File: src/rtl/atc_defs.svh
// Register addresses, field positions, reset values and widths of the threshold block
`ifndef ATC_DEFS_SVH
`define ATC_DEFS_SVH
`define ATC_CFG_ADDR     8'h0F
`define ATC_SETL_ADDR    8'h10
`define ATC_CFG_RESET    8'h19
`define ATC_SETL_RESET   8'h00
`define ATC_CFG_FIXED    7
`define ATC_CFG_CMP_HI   6
`define ATC_CFG_CMP_LO   5
`define ATC_CFG_CH1_EN   4
`define ATC_CFG_CH2_EN   3
`define ATC_CFG_MODE_HI  2
`define ATC_SETL_RSVD    5
`define ATC_SETL_HYST    4
`define ATC_SHIFT_HI     3
`define ATC_DATA_W       16
`define ATC_FRAC_W       17
`define ATC_HYST_SHIFT   2
`endif

File: src/rtl/atc_pkg.sv
// Types shared by the threshold block files
`default_nettype none
package atc_pkg;
  typedef enum logic [1:0] {
    ATC_CMP_NEG = 2'b00,
    ATC_CMP_POS = 2'b01,
    ATC_CMP_IN  = 2'b10,
    ATC_CMP_OUT = 2'b11
  } atc_cmp_mode_t;
  typedef enum logic [2:0] {
    ATC_MODE_IDLE   = 3'b000,
    ATC_MODE_CONT   = 3'b001,
    ATC_MODE_SINGLE = 3'b010
  } atc_conv_mode_t;
endpackage
`default_nettype wire

File: src/rtl/atc_avg_update.sv
// Next value of one channel's running average in fixed point
`default_nettype none
module atc_avg_update #(
  parameter int DW = 16,
  parameter int FW = 17
) (
  input  wire logic [DW-1:0]    sample,
  input  wire logic [DW+FW-1:0] avg,
  input  wire logic [3:0]       shift,
  input  wire logic             init,
  output logic      [DW+FW-1:0] next_avg
);
  localparam int AW = DW + FW;
  logic signed [AW:0] diff;
  logic signed [AW:0] step;
  logic signed [AW:0] sum;
  logic        [4:0]  shift_amt;

  // Fraction bits keep small steps from being lost at long time constants
  assign shift_amt = {1'b0, shift} + 5'h01;
  assign diff      = $signed({1'b0, sample, {FW{1'b0}}}) - $signed({1'b0, avg});
  assign step      = diff >>> shift_amt;
  assign sum       = $signed({1'b0, avg}) + step;
  // First sample loads directly, so no long settle from zero
  assign next_avg  = init ? {sample, {FW{1'b0}}} : sum[AW-1:0];
endmodule
`default_nettype wire

File: src/rtl/atc_compare.sv
// Detection decision for one channel, fixed or adaptive threshold
`include "atc_defs.svh"
`default_nettype none
module atc_compare #(
  parameter int DW = 16
) (
  input  wire logic                  fixed_mode,
  input  wire atc_pkg::atc_cmp_mode_t cmp_mode,
  input  wire logic                  hyst_en,
  input  wire logic                  active,
  input  wire logic [DW-1:0]         data,
  input  wire logic [DW-1:0]         avg,
  input  wire logic [DW-1:0]         sens,
  input  wire logic [DW-1:0]         thr,
  output logic                       hit
);
  logic signed [DW+2:0] ref_v;
  logic signed [DW+2:0] margin;
  logic signed [DW+2:0] band;
  logic signed [DW+2:0] lo;
  logic signed [DW+2:0] hi;
  logic signed [DW+2:0] d;
  logic                 widen;
  logic                 band_on;

  // Reference is the threshold register or the running average
  assign ref_v   = fixed_mode ? $signed({3'b000, thr}) : $signed({3'b000, avg});
  assign margin  = (fixed_mode && !cmp_mode[1]) ? '0 : $signed({3'b000, sens});
  // Dead band only in adaptive mode, holds an active output longer
  assign band_on = hyst_en && !fixed_mode && active;
  assign band    = band_on ? $signed({3'b000, sens >> `ATC_HYST_SHIFT}) : '0;
  assign widen   = (cmp_mode == atc_pkg::ATC_CMP_IN);
  assign lo      = widen ? ref_v - margin - band : ref_v - margin + band;
  assign hi      = widen ? ref_v + margin + band : ref_v + margin - band;
  assign d       = $signed({3'b000, data});

  // Comparator mode selects the sense of detection
  always_comb
  begin
    case (cmp_mode)
      atc_pkg::ATC_CMP_NEG: hit = d < lo;
      atc_pkg::ATC_CMP_POS: hit = d > hi;
      atc_pkg::ATC_CMP_IN:  hit = (d > lo) && (d < hi);
      atc_pkg::ATC_CMP_OUT: hit = (d < lo) || (d > hi);
      default:              hit = 1'b0;
    endcase
  end
endmodule
`default_nettype wire

File: src/rtl/atc_core.sv
// Configuration registers, running averages and detection of the two-channel converter
// How it works
// - Dead-band bit ignored in fixed threshold mode.
// - Settling field bits 3:0 set averaging speed.
// - Average gains difference over two^(field+1).
// - One update per finished conversion, newest result.
// - Time constant two to 65536 conversions.
// - Configuration register 0x0F, 8 bits, preset 0x19.
// - Preset: channel enables, mode bit0 set.
// - Fixed bit set compares against threshold values.
// - Fixed bit clear compares against adaptive average.
// - Mode bits select negative, positive, window tests.
// - Mode 000 idle, 001 continuous, 010 single.
`include "atc_defs.svh"
`default_nettype none
module atc_core #(
  parameter int DW = `ATC_DATA_W,
  parameter int FW = `ATC_FRAC_W
) (
  input  wire logic            clk,
  input  wire logic            resetn,
  input  wire logic            reg_wr,
  input  wire logic            reg_rd,
  input  wire logic [7:0]      reg_addr,
  input  wire logic [7:0]      reg_wdata,
  output logic      [7:0]      reg_rdata,
  input  wire logic            conv_done,
  input  wire logic            conv_channel,
  input  wire logic [DW-1:0]   conv_data,
  input  wire logic [2*DW-1:0] sensitivity,
  input  wire logic [2*DW-1:0] fixed_threshold,
  output logic      [1:0]      detect,
  output logic      [2*DW-1:0] average,
  output logic      [1:0]      channel_enable,
  output logic                 conv_continuous,
  output logic                 conv_single_start
);
  localparam int AW = DW + FW;

  logic [7:0]    cfg;
  logic [7:0]    setl;
  logic [7:0]    next_cfg;
  logic [1:0]    pending;
  logic [1:0]    next_pending;
  logic [1:0]    avg_valid;
  logic [AW-1:0] avg_q [2];
  logic [1:0]    hit;
  logic          wr_cfg;
  logic          wr_setl;
  logic          single_cmd;
  logic          accept;
  logic          single_finish;
  logic [1:0]    ch_en;
  logic [7:0]    rd_mux;
  atc_pkg::atc_conv_mode_t mode;

  // True when the converter mode produces conversions
  function automatic logic mode_runs(input logic [2:0] m);
    case (m)
      atc_pkg::ATC_MODE_CONT:   mode_runs = 1'b1;
      atc_pkg::ATC_MODE_SINGLE: mode_runs = 1'b1;
      default:                  mode_runs = 1'b0;
    endcase
  endfunction

  // Register decode
  assign wr_cfg     = reg_wr && (reg_addr == `ATC_CFG_ADDR);
  assign wr_setl    = reg_wr && (reg_addr == `ATC_SETL_ADDR);
  assign single_cmd = wr_cfg && (reg_wdata[`ATC_CFG_MODE_HI:0] == atc_pkg::ATC_MODE_SINGLE);
  assign mode       = atc_pkg::atc_conv_mode_t'(cfg[`ATC_CFG_MODE_HI:0]);
  assign ch_en      = {cfg[`ATC_CFG_CH2_EN], cfg[`ATC_CFG_CH1_EN]};
  assign rd_mux     = (reg_addr == `ATC_CFG_ADDR)  ? cfg :
                      (reg_addr == `ATC_SETL_ADDR) ? setl : 8'h00;

  // Only results of enabled channels in a converting mode count
  assign accept = conv_done && mode_runs(mode) && ch_en[conv_channel] &&
                  ((mode == atc_pkg::ATC_MODE_CONT) || pending[conv_channel]);

  // Single run ends once every armed channel has delivered
  assign single_finish = (mode == atc_pkg::ATC_MODE_SINGLE) && (pending != 2'b00) &&
                         (next_pending == 2'b00);
  assign next_pending  = single_cmd ? reg_wdata[`ATC_CFG_CH1_EN -: 2] == 2'b00 ? 2'b00 :
                         {reg_wdata[`ATC_CFG_CH2_EN], reg_wdata[`ATC_CFG_CH1_EN]} :
                         accept ? pending & ~(2'b01 << conv_channel) : pending;
  // A new software command outranks the return to idle
  assign next_cfg = wr_cfg ? reg_wdata :
                    single_finish ? {cfg[7:3], atc_pkg::ATC_MODE_IDLE} : cfg;

  // Configuration and settling registers
  always_ff @(posedge clk)
  begin
    if (!resetn)
    begin
      cfg     <= `ATC_CFG_RESET;
      setl    <= `ATC_SETL_RESET;
      pending <= 2'b00;
    end
    else
    begin
      cfg     <= next_cfg;
      pending <= next_pending;
      if (wr_setl)
        setl <= reg_wdata;
    end
  end

  // Read data held until the next read
  always_ff @(posedge clk)
  begin
    if (!resetn)
      reg_rdata <= 8'h00;
    else if (reg_rd)
      reg_rdata <= rd_mux;
  end

  // Converter control outputs
  always_ff @(posedge clk)
  begin
    if (!resetn)
    begin
      conv_continuous   <= 1'b0;
      conv_single_start <= 1'b0;
      channel_enable    <= 2'b00;
    end
    else
    begin
      conv_continuous   <= next_cfg[`ATC_CFG_MODE_HI:0] == atc_pkg::ATC_MODE_CONT;
      conv_single_start <= single_cmd;
      channel_enable    <= {next_cfg[`ATC_CFG_CH2_EN], next_cfg[`ATC_CFG_CH1_EN]};
    end
  end

  // Per-channel average and detection
  genvar ch;
  generate
    for (ch = 0; ch < 2; ch++)
    begin : g_ch
      logic [AW-1:0] next_avg;
      logic [DW-1:0] avg_ref;
      logic          take;

      assign take    = accept && (conv_channel == ch);
      // Before the first result the sample itself stands in for the average
      assign avg_ref = avg_valid[ch] ? avg_q[ch][AW-1:FW] : conv_data;

      atc_avg_update #(
        .DW (DW),
        .FW (FW)
      ) u_avg (
        .sample   (conv_data),
        .avg      (avg_q[ch]),
        .shift    (setl[`ATC_SHIFT_HI:0]),
        .init     (!avg_valid[ch]),
        .next_avg (next_avg)
      );

      atc_compare #(
        .DW (DW)
      ) u_cmp (
        .fixed_mode (cfg[`ATC_CFG_FIXED]),
        .cmp_mode   (atc_pkg::atc_cmp_mode_t'(cfg[`ATC_CFG_CMP_HI:`ATC_CFG_CMP_LO])),
        .hyst_en    (setl[`ATC_SETL_HYST]),
        .active     (detect[ch]),
        .data       (conv_data),
        .avg        (avg_ref),
        .sens       (sensitivity[ch*DW +: DW]),
        .thr        (fixed_threshold[ch*DW +: DW]),
        .hit        (hit[ch])
      );

      // Any configuration write restarts averaging from the next result
      always_ff @(posedge clk)
      begin
        if (!resetn)
        begin
          avg_q[ch]     <= '0;
          avg_valid[ch] <= 1'b0;
          detect[ch]    <= 1'b0;
        end
        else
        begin
          if (take)
          begin
            avg_q[ch]  <= next_avg;
            detect[ch] <= hit[ch];
          end
          if (wr_cfg)
            avg_valid[ch] <= 1'b0;
          else if (take)
            avg_valid[ch] <= 1'b1;
        end
      end

      assign average[ch*DW +: DW] = avg_q[ch][AW-1:FW];
    end
  endgenerate

  // Checks on register, averaging and detection behaviour
  logic [AW-1:0] data_ext;
  logic          take0;
  logic [DW+1:0] pos_hi0;
  logic [DW+1:0] neg_sum0;
  logic [DW+1:0] avg_int0;
  logic [1:0]    wr_ch_en;
  logic          last_single;
  assign data_ext = {conv_data, {FW{1'b0}}};
  assign take0    = accept && !conv_channel;
  assign pos_hi0  = {2'b00, avg_q[0][AW-1:FW]} + {2'b00, sensitivity[DW-1:0]};
  // Negative test as data plus margin below average, so nothing wraps
  assign neg_sum0 = {2'b00, conv_data} + {2'b00, sensitivity[DW-1:0]};
  assign avg_int0 = {2'b00, avg_q[0][AW-1:FW]};
  assign wr_ch_en = {reg_wdata[`ATC_CFG_CH2_EN], reg_wdata[`ATC_CFG_CH1_EN]};
  // Result that ends a single run: last channel owed, no write racing it
  assign last_single = conv_done && ch_en[conv_channel] && !wr_cfg &&
                       (pending == (2'b01 << conv_channel));
endmodule
`default_nettype wire

File: config.mk
export PLATFORM = sky130hd
export DESIGN_NAME = atc_core
export DESIGN_NICKNAME = d
export VERILOG_FILES = /design/src/rtl/atc_pkg.sv /design/src/rtl/atc_avg_update.sv /design/src/rtl/atc_compare.sv /design/src/rtl/atc_core.sv
export VERILOG_INCLUDE_DIRS = /design/src /design/src/rtl
export SDC_FILE = /design/constraint.sdc
export NUM_CORES = 1
export LEC_CHECK = 0
export ABC_AREA = 1
export BUFFER_PORTS_ARGS = -buffer_cell sky130_fd_sc_hd__buf_2
export CAP_MARGIN = 10
export CORE_MARGIN = 2
export CORE_UTILIZATION = 52
export DETAILED_ROUTE_END_ITERATION = 10
export PLACE_DENSITY = 0.7
export SYNTH_ARGS = -nofsm -noshare
export SYNTH_HDL_FRONTEND = slang
export SYNTH_SLANG_ARGS = --single-unit
File: constraint.sdc
create_clock -name clk -period 8.13 [get_ports clk]
set_input_delay 0.4065 -clock clk [delete_from_list [all_inputs] [get_ports clk]]
set_output_delay 0.4065 -clock clk [all_outputs]
set_load 0.01 [all_outputs]
# --- Word level (Yosys, flattened, before mapping) ---
# Memory sizes are Yosys's and may differ from the RTL's.
# Cells that the tools add are included.
totals:
  ff_bits: 34
  mem_bits_rw: 66
  memories: 1
  wordCells: 121
  inputBits: 102
op_classes:
  n_eq_ne: 9
  order_cmp: 9
  shift: 3
  n_reduce_logical: 27
  muxes: 37
  bitwise_logic: 6
  add_sub_neg: 17
mem_list:
  columns: ["memory", "depth", "width", "read_ports", "rd_ports_with_merged_regs", "wr", "line_no", "source"]
  rows:
  - ["avg_q", 2, 33, 2, 0, 2, "atc_core.sv:46", "logic [AW-1:0] avg_q [2];"]
ops:
  columns: ["operator", "count"]
  rows:
  - ["$mux W33", 4]
  - ["$add A19 B19 Y19", 6]
  - ["$sub A19 B19 Y19", 6]
  - ["$mux W16", 6]
  - ["$gt A17 B19 Y1", 4]
  - ["$lt A17 B19 Y1", 4]
  - ["$mux W19", 4]
  - ["$sshr A34 B5 Y33", 2]
  - ["$sub A33 B33 Y34", 2]
  - ["$add A33 B33 Y33", 2]
  - ["$mux W14", 2]
  - ["$mux W8", 3]
  - ["$logic_and A1 B1 Y1", 16]
  - ["$mux W1", 12]
  - ["$eq A8 B4 Y1 const B", 1]
  - ["$eq A8 B5 Y1 const B", 1]
  - ["$pmux W1 S4", 2]
  - ["$eq A3 B1 Y1 const B", 2]
  - ["$eq A3 B2 Y1 const B", 2]
  - ["$logic_not A2 Y1", 3]
  - ["$mux W2", 3]
  - ["$add A4 B1 Y5 const B", 1]
  - ["$eq A2 B2 Y1 const B", 2]
  - ["$reduce_or A2 Y1", 2]
  - ["11 further kinds", 16]

# --- Depth between registers and ports, before layout ---
depth:
  word_depth: 13
  ltp_mapped: 40
  depth_no_buf: 40

# --- Cells and area by module ---
# From an unflattened synthesis, not the netlist that was laid out.
hier_totals:
  hier_cells: 4480
  hier_area_um2: 26376.5
modules_own_cells:
  columns: ["mod", "area_each_um2", "cells_per_inst", "seq_area_each_um2", "instances"]
  rows:
  - ["atc_avg_update at g_ch[0].u_avg", 5500.3, 1060, 0.0, 1]
  - ["atc_compare at g_ch[1].u_cmp", 5442.7, 937, 0.0, 1]
  - ["atc_compare at g_ch[0].u_cmp", 5376.4, 927, 0.0, 1]
  - ["atc_avg_update at g_ch[1].u_avg", 5372.7, 1044, 0.0, 1]
  - ["atc_core", 4684.5, 512, 2662.6, 1]

# --- Worst setup path after synthesis ---
# OpenSTA, ideal clock, no wires.
synth_timing:
  kind: "flip-flop to flip-flop"
  startpoint: "register cfg[7]"
  endpoint: "register detect[1]"
  required_time_ps: 8017
  path_stages_with_launch: 33
  arrival_ps: 5003
  path_slack_ps: 3014
  n_path_buf: 1
  setup_ps: 113
  path_cell_list: "dfxtp_1 > inv_1 > nor2_1 > clkbuf_1 > nor2_1 > ha_1 > fa_1 > nor2_1 > nand3_1 > nand3_1 > nand3_1 > nand2_1 > a21oi_1 > o21ai_0 > a21o_1 > a21oi_1 > o21ai_0 > xor2_1 > ha_1 > a21oi_1 > nand2_1 > xor2_1 > ha_1 > nand2_1 > or4_1 > nor3_1 > nand3_1 > nor2_1 > nor2_1 > nand3_1 > nand3b_1 > nand2_1 > nand2_1"
synth_via:
  elab_chain_cells: 9
synth_rtl:
  columns: ["element", "line_no", "source"]
  rows:
  - ["start, declared", "atc_core.sv:40", "logic [7:0] cfg;"]
  - ["start signal, assigned", "atc_core.sv:94", "cfg <= `ATC_CFG_RESET;"]
  - ["start signal, assigned", "atc_core.sv:100", "cfg <= next_cfg;"]
  - ["branches (longest 8 deep; another with $sub A19 B19 Y19)", null, null]
  - ["$pmux W1 S4 (*)", "atc_compare.sv:40", "case (cmp_mode)"]
  - ["end signal, assigned by index", "atc_core.sv:185", "detect[ch] <= hit[ch];"]
  - ["end, declared", "atc_core.sv:32", "output logic [1:0] detect,"]
# Every way passes the cells marked *.
# A chain may end at the register's enable or synchronous reset.

# --- Worst setup path after layout ---
layout_timing:
  startpoint: "register avg_valid[1]"
  endpoint: "register detect[1]"
layout_via:
  elab_chain_cells: 8
layout_rtl:
  columns: ["element", "line_no", "source"]
  rows:
  - ["start, declared", "atc_core.sv:45", "logic [1:0] avg_valid;"]
  - ["start signal, assigned by index", "atc_core.sv:177", "avg_valid[ch] <= 1'b0;"]
  - ["start signal, assigned by index", "atc_core.sv:188", "avg_valid[ch] <= 1'b0;"]
  - ["start signal, assigned by index", "atc_core.sv:190", "avg_valid[ch] <= 1'b1;"]
  - ["$mux W16 (*)", "atc_core.sv:144", "assign avg_ref = avg_valid[ch] ? avg_q[ch][AW-1:FW] : conv_data;"]
  - ["$mux W16 (*)", "atc_compare.sv:27", "assign ref_v = fixed_mode ? $signed({3'b000, thr}) : $signed({3'b000, avg});"]
  - ["$sub A19 B19 Y19 / $add A19 B19 Y19 (equally long branches)", "atc_compare.sv:33, atc_compare.sv:34", null]
  - ["$add A19 B19 Y19 (tied with other cells)", "atc_compare.sv:33", "assign lo = widen ? ref_v - margin - band : ref_v - margin + band;"]
  - ["$mux W19, on equally long branches", "atc_compare.sv:33, atc_compare.sv:34", null]
  - ["$lt A17 B19 Y1 (tied with other cells)", "atc_compare.sv:41, atc_compare.sv:44", null]
  - ["$logic_or A1 B1 Y1 / $logic_and A1 B1 Y1 (equally long branches)", "atc_compare.sv:44, atc_compare.sv:43", null]
  - ["$pmux W1 S4 (*)", "atc_compare.sv:40", null]
# Mark *: on every way between the ends. The rest lies on a longest branch, timed or not.

==> run metrics <==
Max-Cap Viols 0; pwr/cell area 164 nW/um^2; Nets 4636; CP Class flop to flop; Hold Path Sink setl[5]$_SDFFE_PN0P_; Avg Inst Size Synth 6.02 um^2; pin count of the biggest net entering global routing 66; R2R depth 34; placed cells 4805; Post-CTS Repair Setup Buffers 0; dpl hpwl 77000 um; Yosys reg bits 100; worst path required time 8.42 ns; clock buffer depth 2; startpoint types flop; routed len/inst 19.4 um; die width 224 um; final wirelength 93800 um; YS warnings 0; CTS Hold Bufs 0; EDFF count, synth 66; iteration count of the initial detailed-routing pass 6; Worst VDD drop 0.139 mV; setup tns final 0 ns; hold wc startpoint reg_wdata[5]; proportion of layout cells with a drive suffix above 1 8.84%; period utilisation layout 77.9%; CTS tree done; area grow syn2layout 4.89%; Syn Inst Count 4180; Post-Syn Area 25200 um^2; htree depth 3; Core Box Area 47700 um^2; FMAX 158 MHz; DR iter-0 viols 3057; Clk pin slew, worst setup/hold paths 0.10 ns; hold slack final 0.293 ns; syn_nets 4615; vias post-DR 28000; final hold vios 0; Final setup violation count 0; Initial Util 52.7%; WP data arrival 6.63 ns; Hold Path Cell Cnt 3; Slew @ Worst Pin 1.14 ns; Die Y 224 um; RR Startpoint avg_valid[1]$_SDFFE_PP0P_; status finished clean; Worst path slowest cell inv_1; Placer Congestion 1.03; synth unique cells 70; first-pass GRT wire length 144000 um; Reg2Reg Setup Slack 1.79 ns; Residual DRC 0; vias in the first global route 25600; most frequent CP cell nand2_1; fin. max-slew vios 0; CTS resizes 0; final non-filler cell total 4823; crit path capture type flop; Design Power 4.32 mW; RSZ-0062 raised after global routing false; GRT Overall Usage 36.8%; Fill cells 5115; leakage power 13.4 nW; floorplan row count 80; Hold WC Path Type primary input to flop; Port Buffers 147; Max stage delay on crit path 0.55 ns; clock skew 0.0208 ns; CTS buffer count 9; initial antenna violation count 1; Sink Count 100; clock latency on the worst-skew pair 0.40 ns; Period minus WS final 6.34 ns; Crit Path Max Fanout 29; asr flop ratio synth 0%; antenna-violating nets left 0; RR Endpoint detect[1]$_SDFFE_PN0P_; Most used DFF post-synth edfxtp_1; Overflow after GRT 0; sequential fraction of the synthesis area 10.6%; slew margin rel. 24.1%; vias per cell 5.80; # IOs 148; Root Driver clkbuf_16; Die Area 50200 um^2
==> worst max-delay path: cells and delay by family, from the launching register on <==
family,cells,cell delay (ns)
and+or+nand+nor,18,2.18
AOI/OAI and AO/OA,8,1.39
adders and majority gates,3,1.09
buffers and inverters,3,0.93
xor gates and xnor gates,2,0.32
DFF,1,0.31
==> per-layer routing <==
layer | vias up | track usage [%] | routed length, um
li1 | 14000 | - | -
met1 | 12600 | 50.8 | 41000
met2 | 1162 | 56.9 | 40300
met3 | 192 | 3.21 | 7060
met4 | 0 | 19.6 | 5410
met5 | - | 0 | 0
==> how the worst max path moves through the flow <==
stage	slack, ns	to	from
after global placement	1.99	detect[1]$_SDFFE_PN0P_	avg_valid[1]$_SDFFE_PP0P_
after CTS	1.86	detect[1]$_SDFFE_PN0P_	avg_valid[1]$_SDFFE_PP0P_
final	1.79	detect[1]$_SDFFE_PN0P_	avg_valid[1]$_SDFFE_PP0P_
after global routing	1.08	detect[1]$_SDFFE_PN0P_	avg_valid[1]$_SDFFE_PP0P_
after detailed placement	1.89	detect[1]$_SDFFE_PN0P_	avg_valid[1]$_SDFFE_PP0P_
after floorplan	3.01	detect[1]$_SDFFE_PN0P_	cfg[7]$_SDFFE_PN0P_
==> metrics by stage <==
stage,utilization (%),area [um^2],worst slack (ns)
final,55.3,26400,1.79
after global routing,55.3,26400,1.08
after CTS,55.3,26400,1.86
after detailed placement,54.6,26100,1.89
after global placement,54.6,26100,1.99
after floorplan,-,25200,3.01
==> cells by family (layout without fill, tap and decap cells) <==
family,count (synthesis),after routing,share of synthesized area [%]
flip-flops,100,100,10.6
AND/OR/NAND/NOR,1938,1938,34.2
adder cells (fa/ha/maj),333,333,16.9
multiplexers,8,8,0.318
AO/OA/AOI/OAI,899,899,19.8
XOR/XNOR,190,190,6.67
other,0,2,0
buffers and inverters,712,738,11.4
==> layout make-up <==
| class | instances | area, um^2 | area share, % |
|---|---|---|---|
| antenna | 2 | 5.00 | 0.0190 |
| clock buffer | 9 | 225 | 0.853 |
| clock inverter | 7 | 88.8 | 0.337 |
| inverter | 555 | 2080 | 7.89 |
| multi-input combinational | 3368 | 19700 | 74.5 |
| sequential | 100 | 2660 | 10.1 |
| tap | 615 | 769 | 2.92 |
| timing repair buffer | 167 | 886 | 3.36 |
==> state kept, by name, indices dropped and copies added, names as in the netlist <==
name and count:
conv_continuous 1, cfg 8, avg_valid 2, channel_enable 2, reg_rdata 8, avg_q 66
pending 2, detect 2, setl 8, conv_single_start 1
==> cells in the final DEF (no fill, tap or decap), types with 25 or more instances in the layout <==
| master | n |
|---|---|
| o211ai_1 | 35 |
| a31oi_1 | 28 |
| edfxtp_1 | 66 |
| nor3_1 | 57 |
| dfxtp_1 | 33 |
| inv_1 | 514 |
| xnor2_1 | 26 |
| nor2_1 | 354 |
| nor2_2 | 25 |
| inv_2 | 36 |
| buf_2 | 147 |
| xor2_1 | 160 |
| or2_2 | 32 |
| nand3_1 | 364 |
| o21ai_1 | 51 |
| ha_1 | 320 |
| nand4_1 | 48 |
| a21oi_1 | 433 |
| nand2_1 | 945 |
| nand3_2 | 29 |
| o21ai_0 | 229 |
==> report_power, final <==
part	internal (mW)	switching, mW	leakage (nW)	total (mW)
clock	0.224	0.265	0.153	0.490
sequential	0.571	0.0482	0.982	0.619
combinational	1.14	2.07	12.3	3.21
total	1.93	2.38	13.4	4.32
==> synth_stat cells, types with 8 or more instances <==
master	count	share of area [%]
clkbuf_1	59	0.88
a21oi_1	433	8.6
nor2_4	12	0.54
or2_2	32	0.80
nand2_1	945	14
dfxtp_1	34	2.7
a211oi_1	13	0.39
inv_1	516	7.7
o21ai_1	51	1.0
nand4_1	48	1.2
inv_2	34	0.51
buf_4	41	1.2
buf_1	22	0.33
mux2i_1	8	0.32
o211ai_1	35	1.0
a21o_1	17	0.51
xor2_1	162	5.6
nand2_2	15	0.37
ha_1	321	16
nor2_1	355	5.3
o21ai_0	229	4.6
xnor2_1	26	0.91
o21bai_1	20	0.60
nand3b_1	12	0.36
buf_2	33	0.66
nand3_2	28	1.1
nand3_1	365	7.3
fa_1	12	0.95
edfxtp_1	66	7.9
a31oi_1	28	0.70
o21ai_2	8	0.28
o21a_1	15	0.45
o31ai_1	11	0.33
nor2_2	25	0.62
nor4_1	17	0.42
nor3_1	57	1.1
No activity file was read; power rests on OpenSTA's default activity.
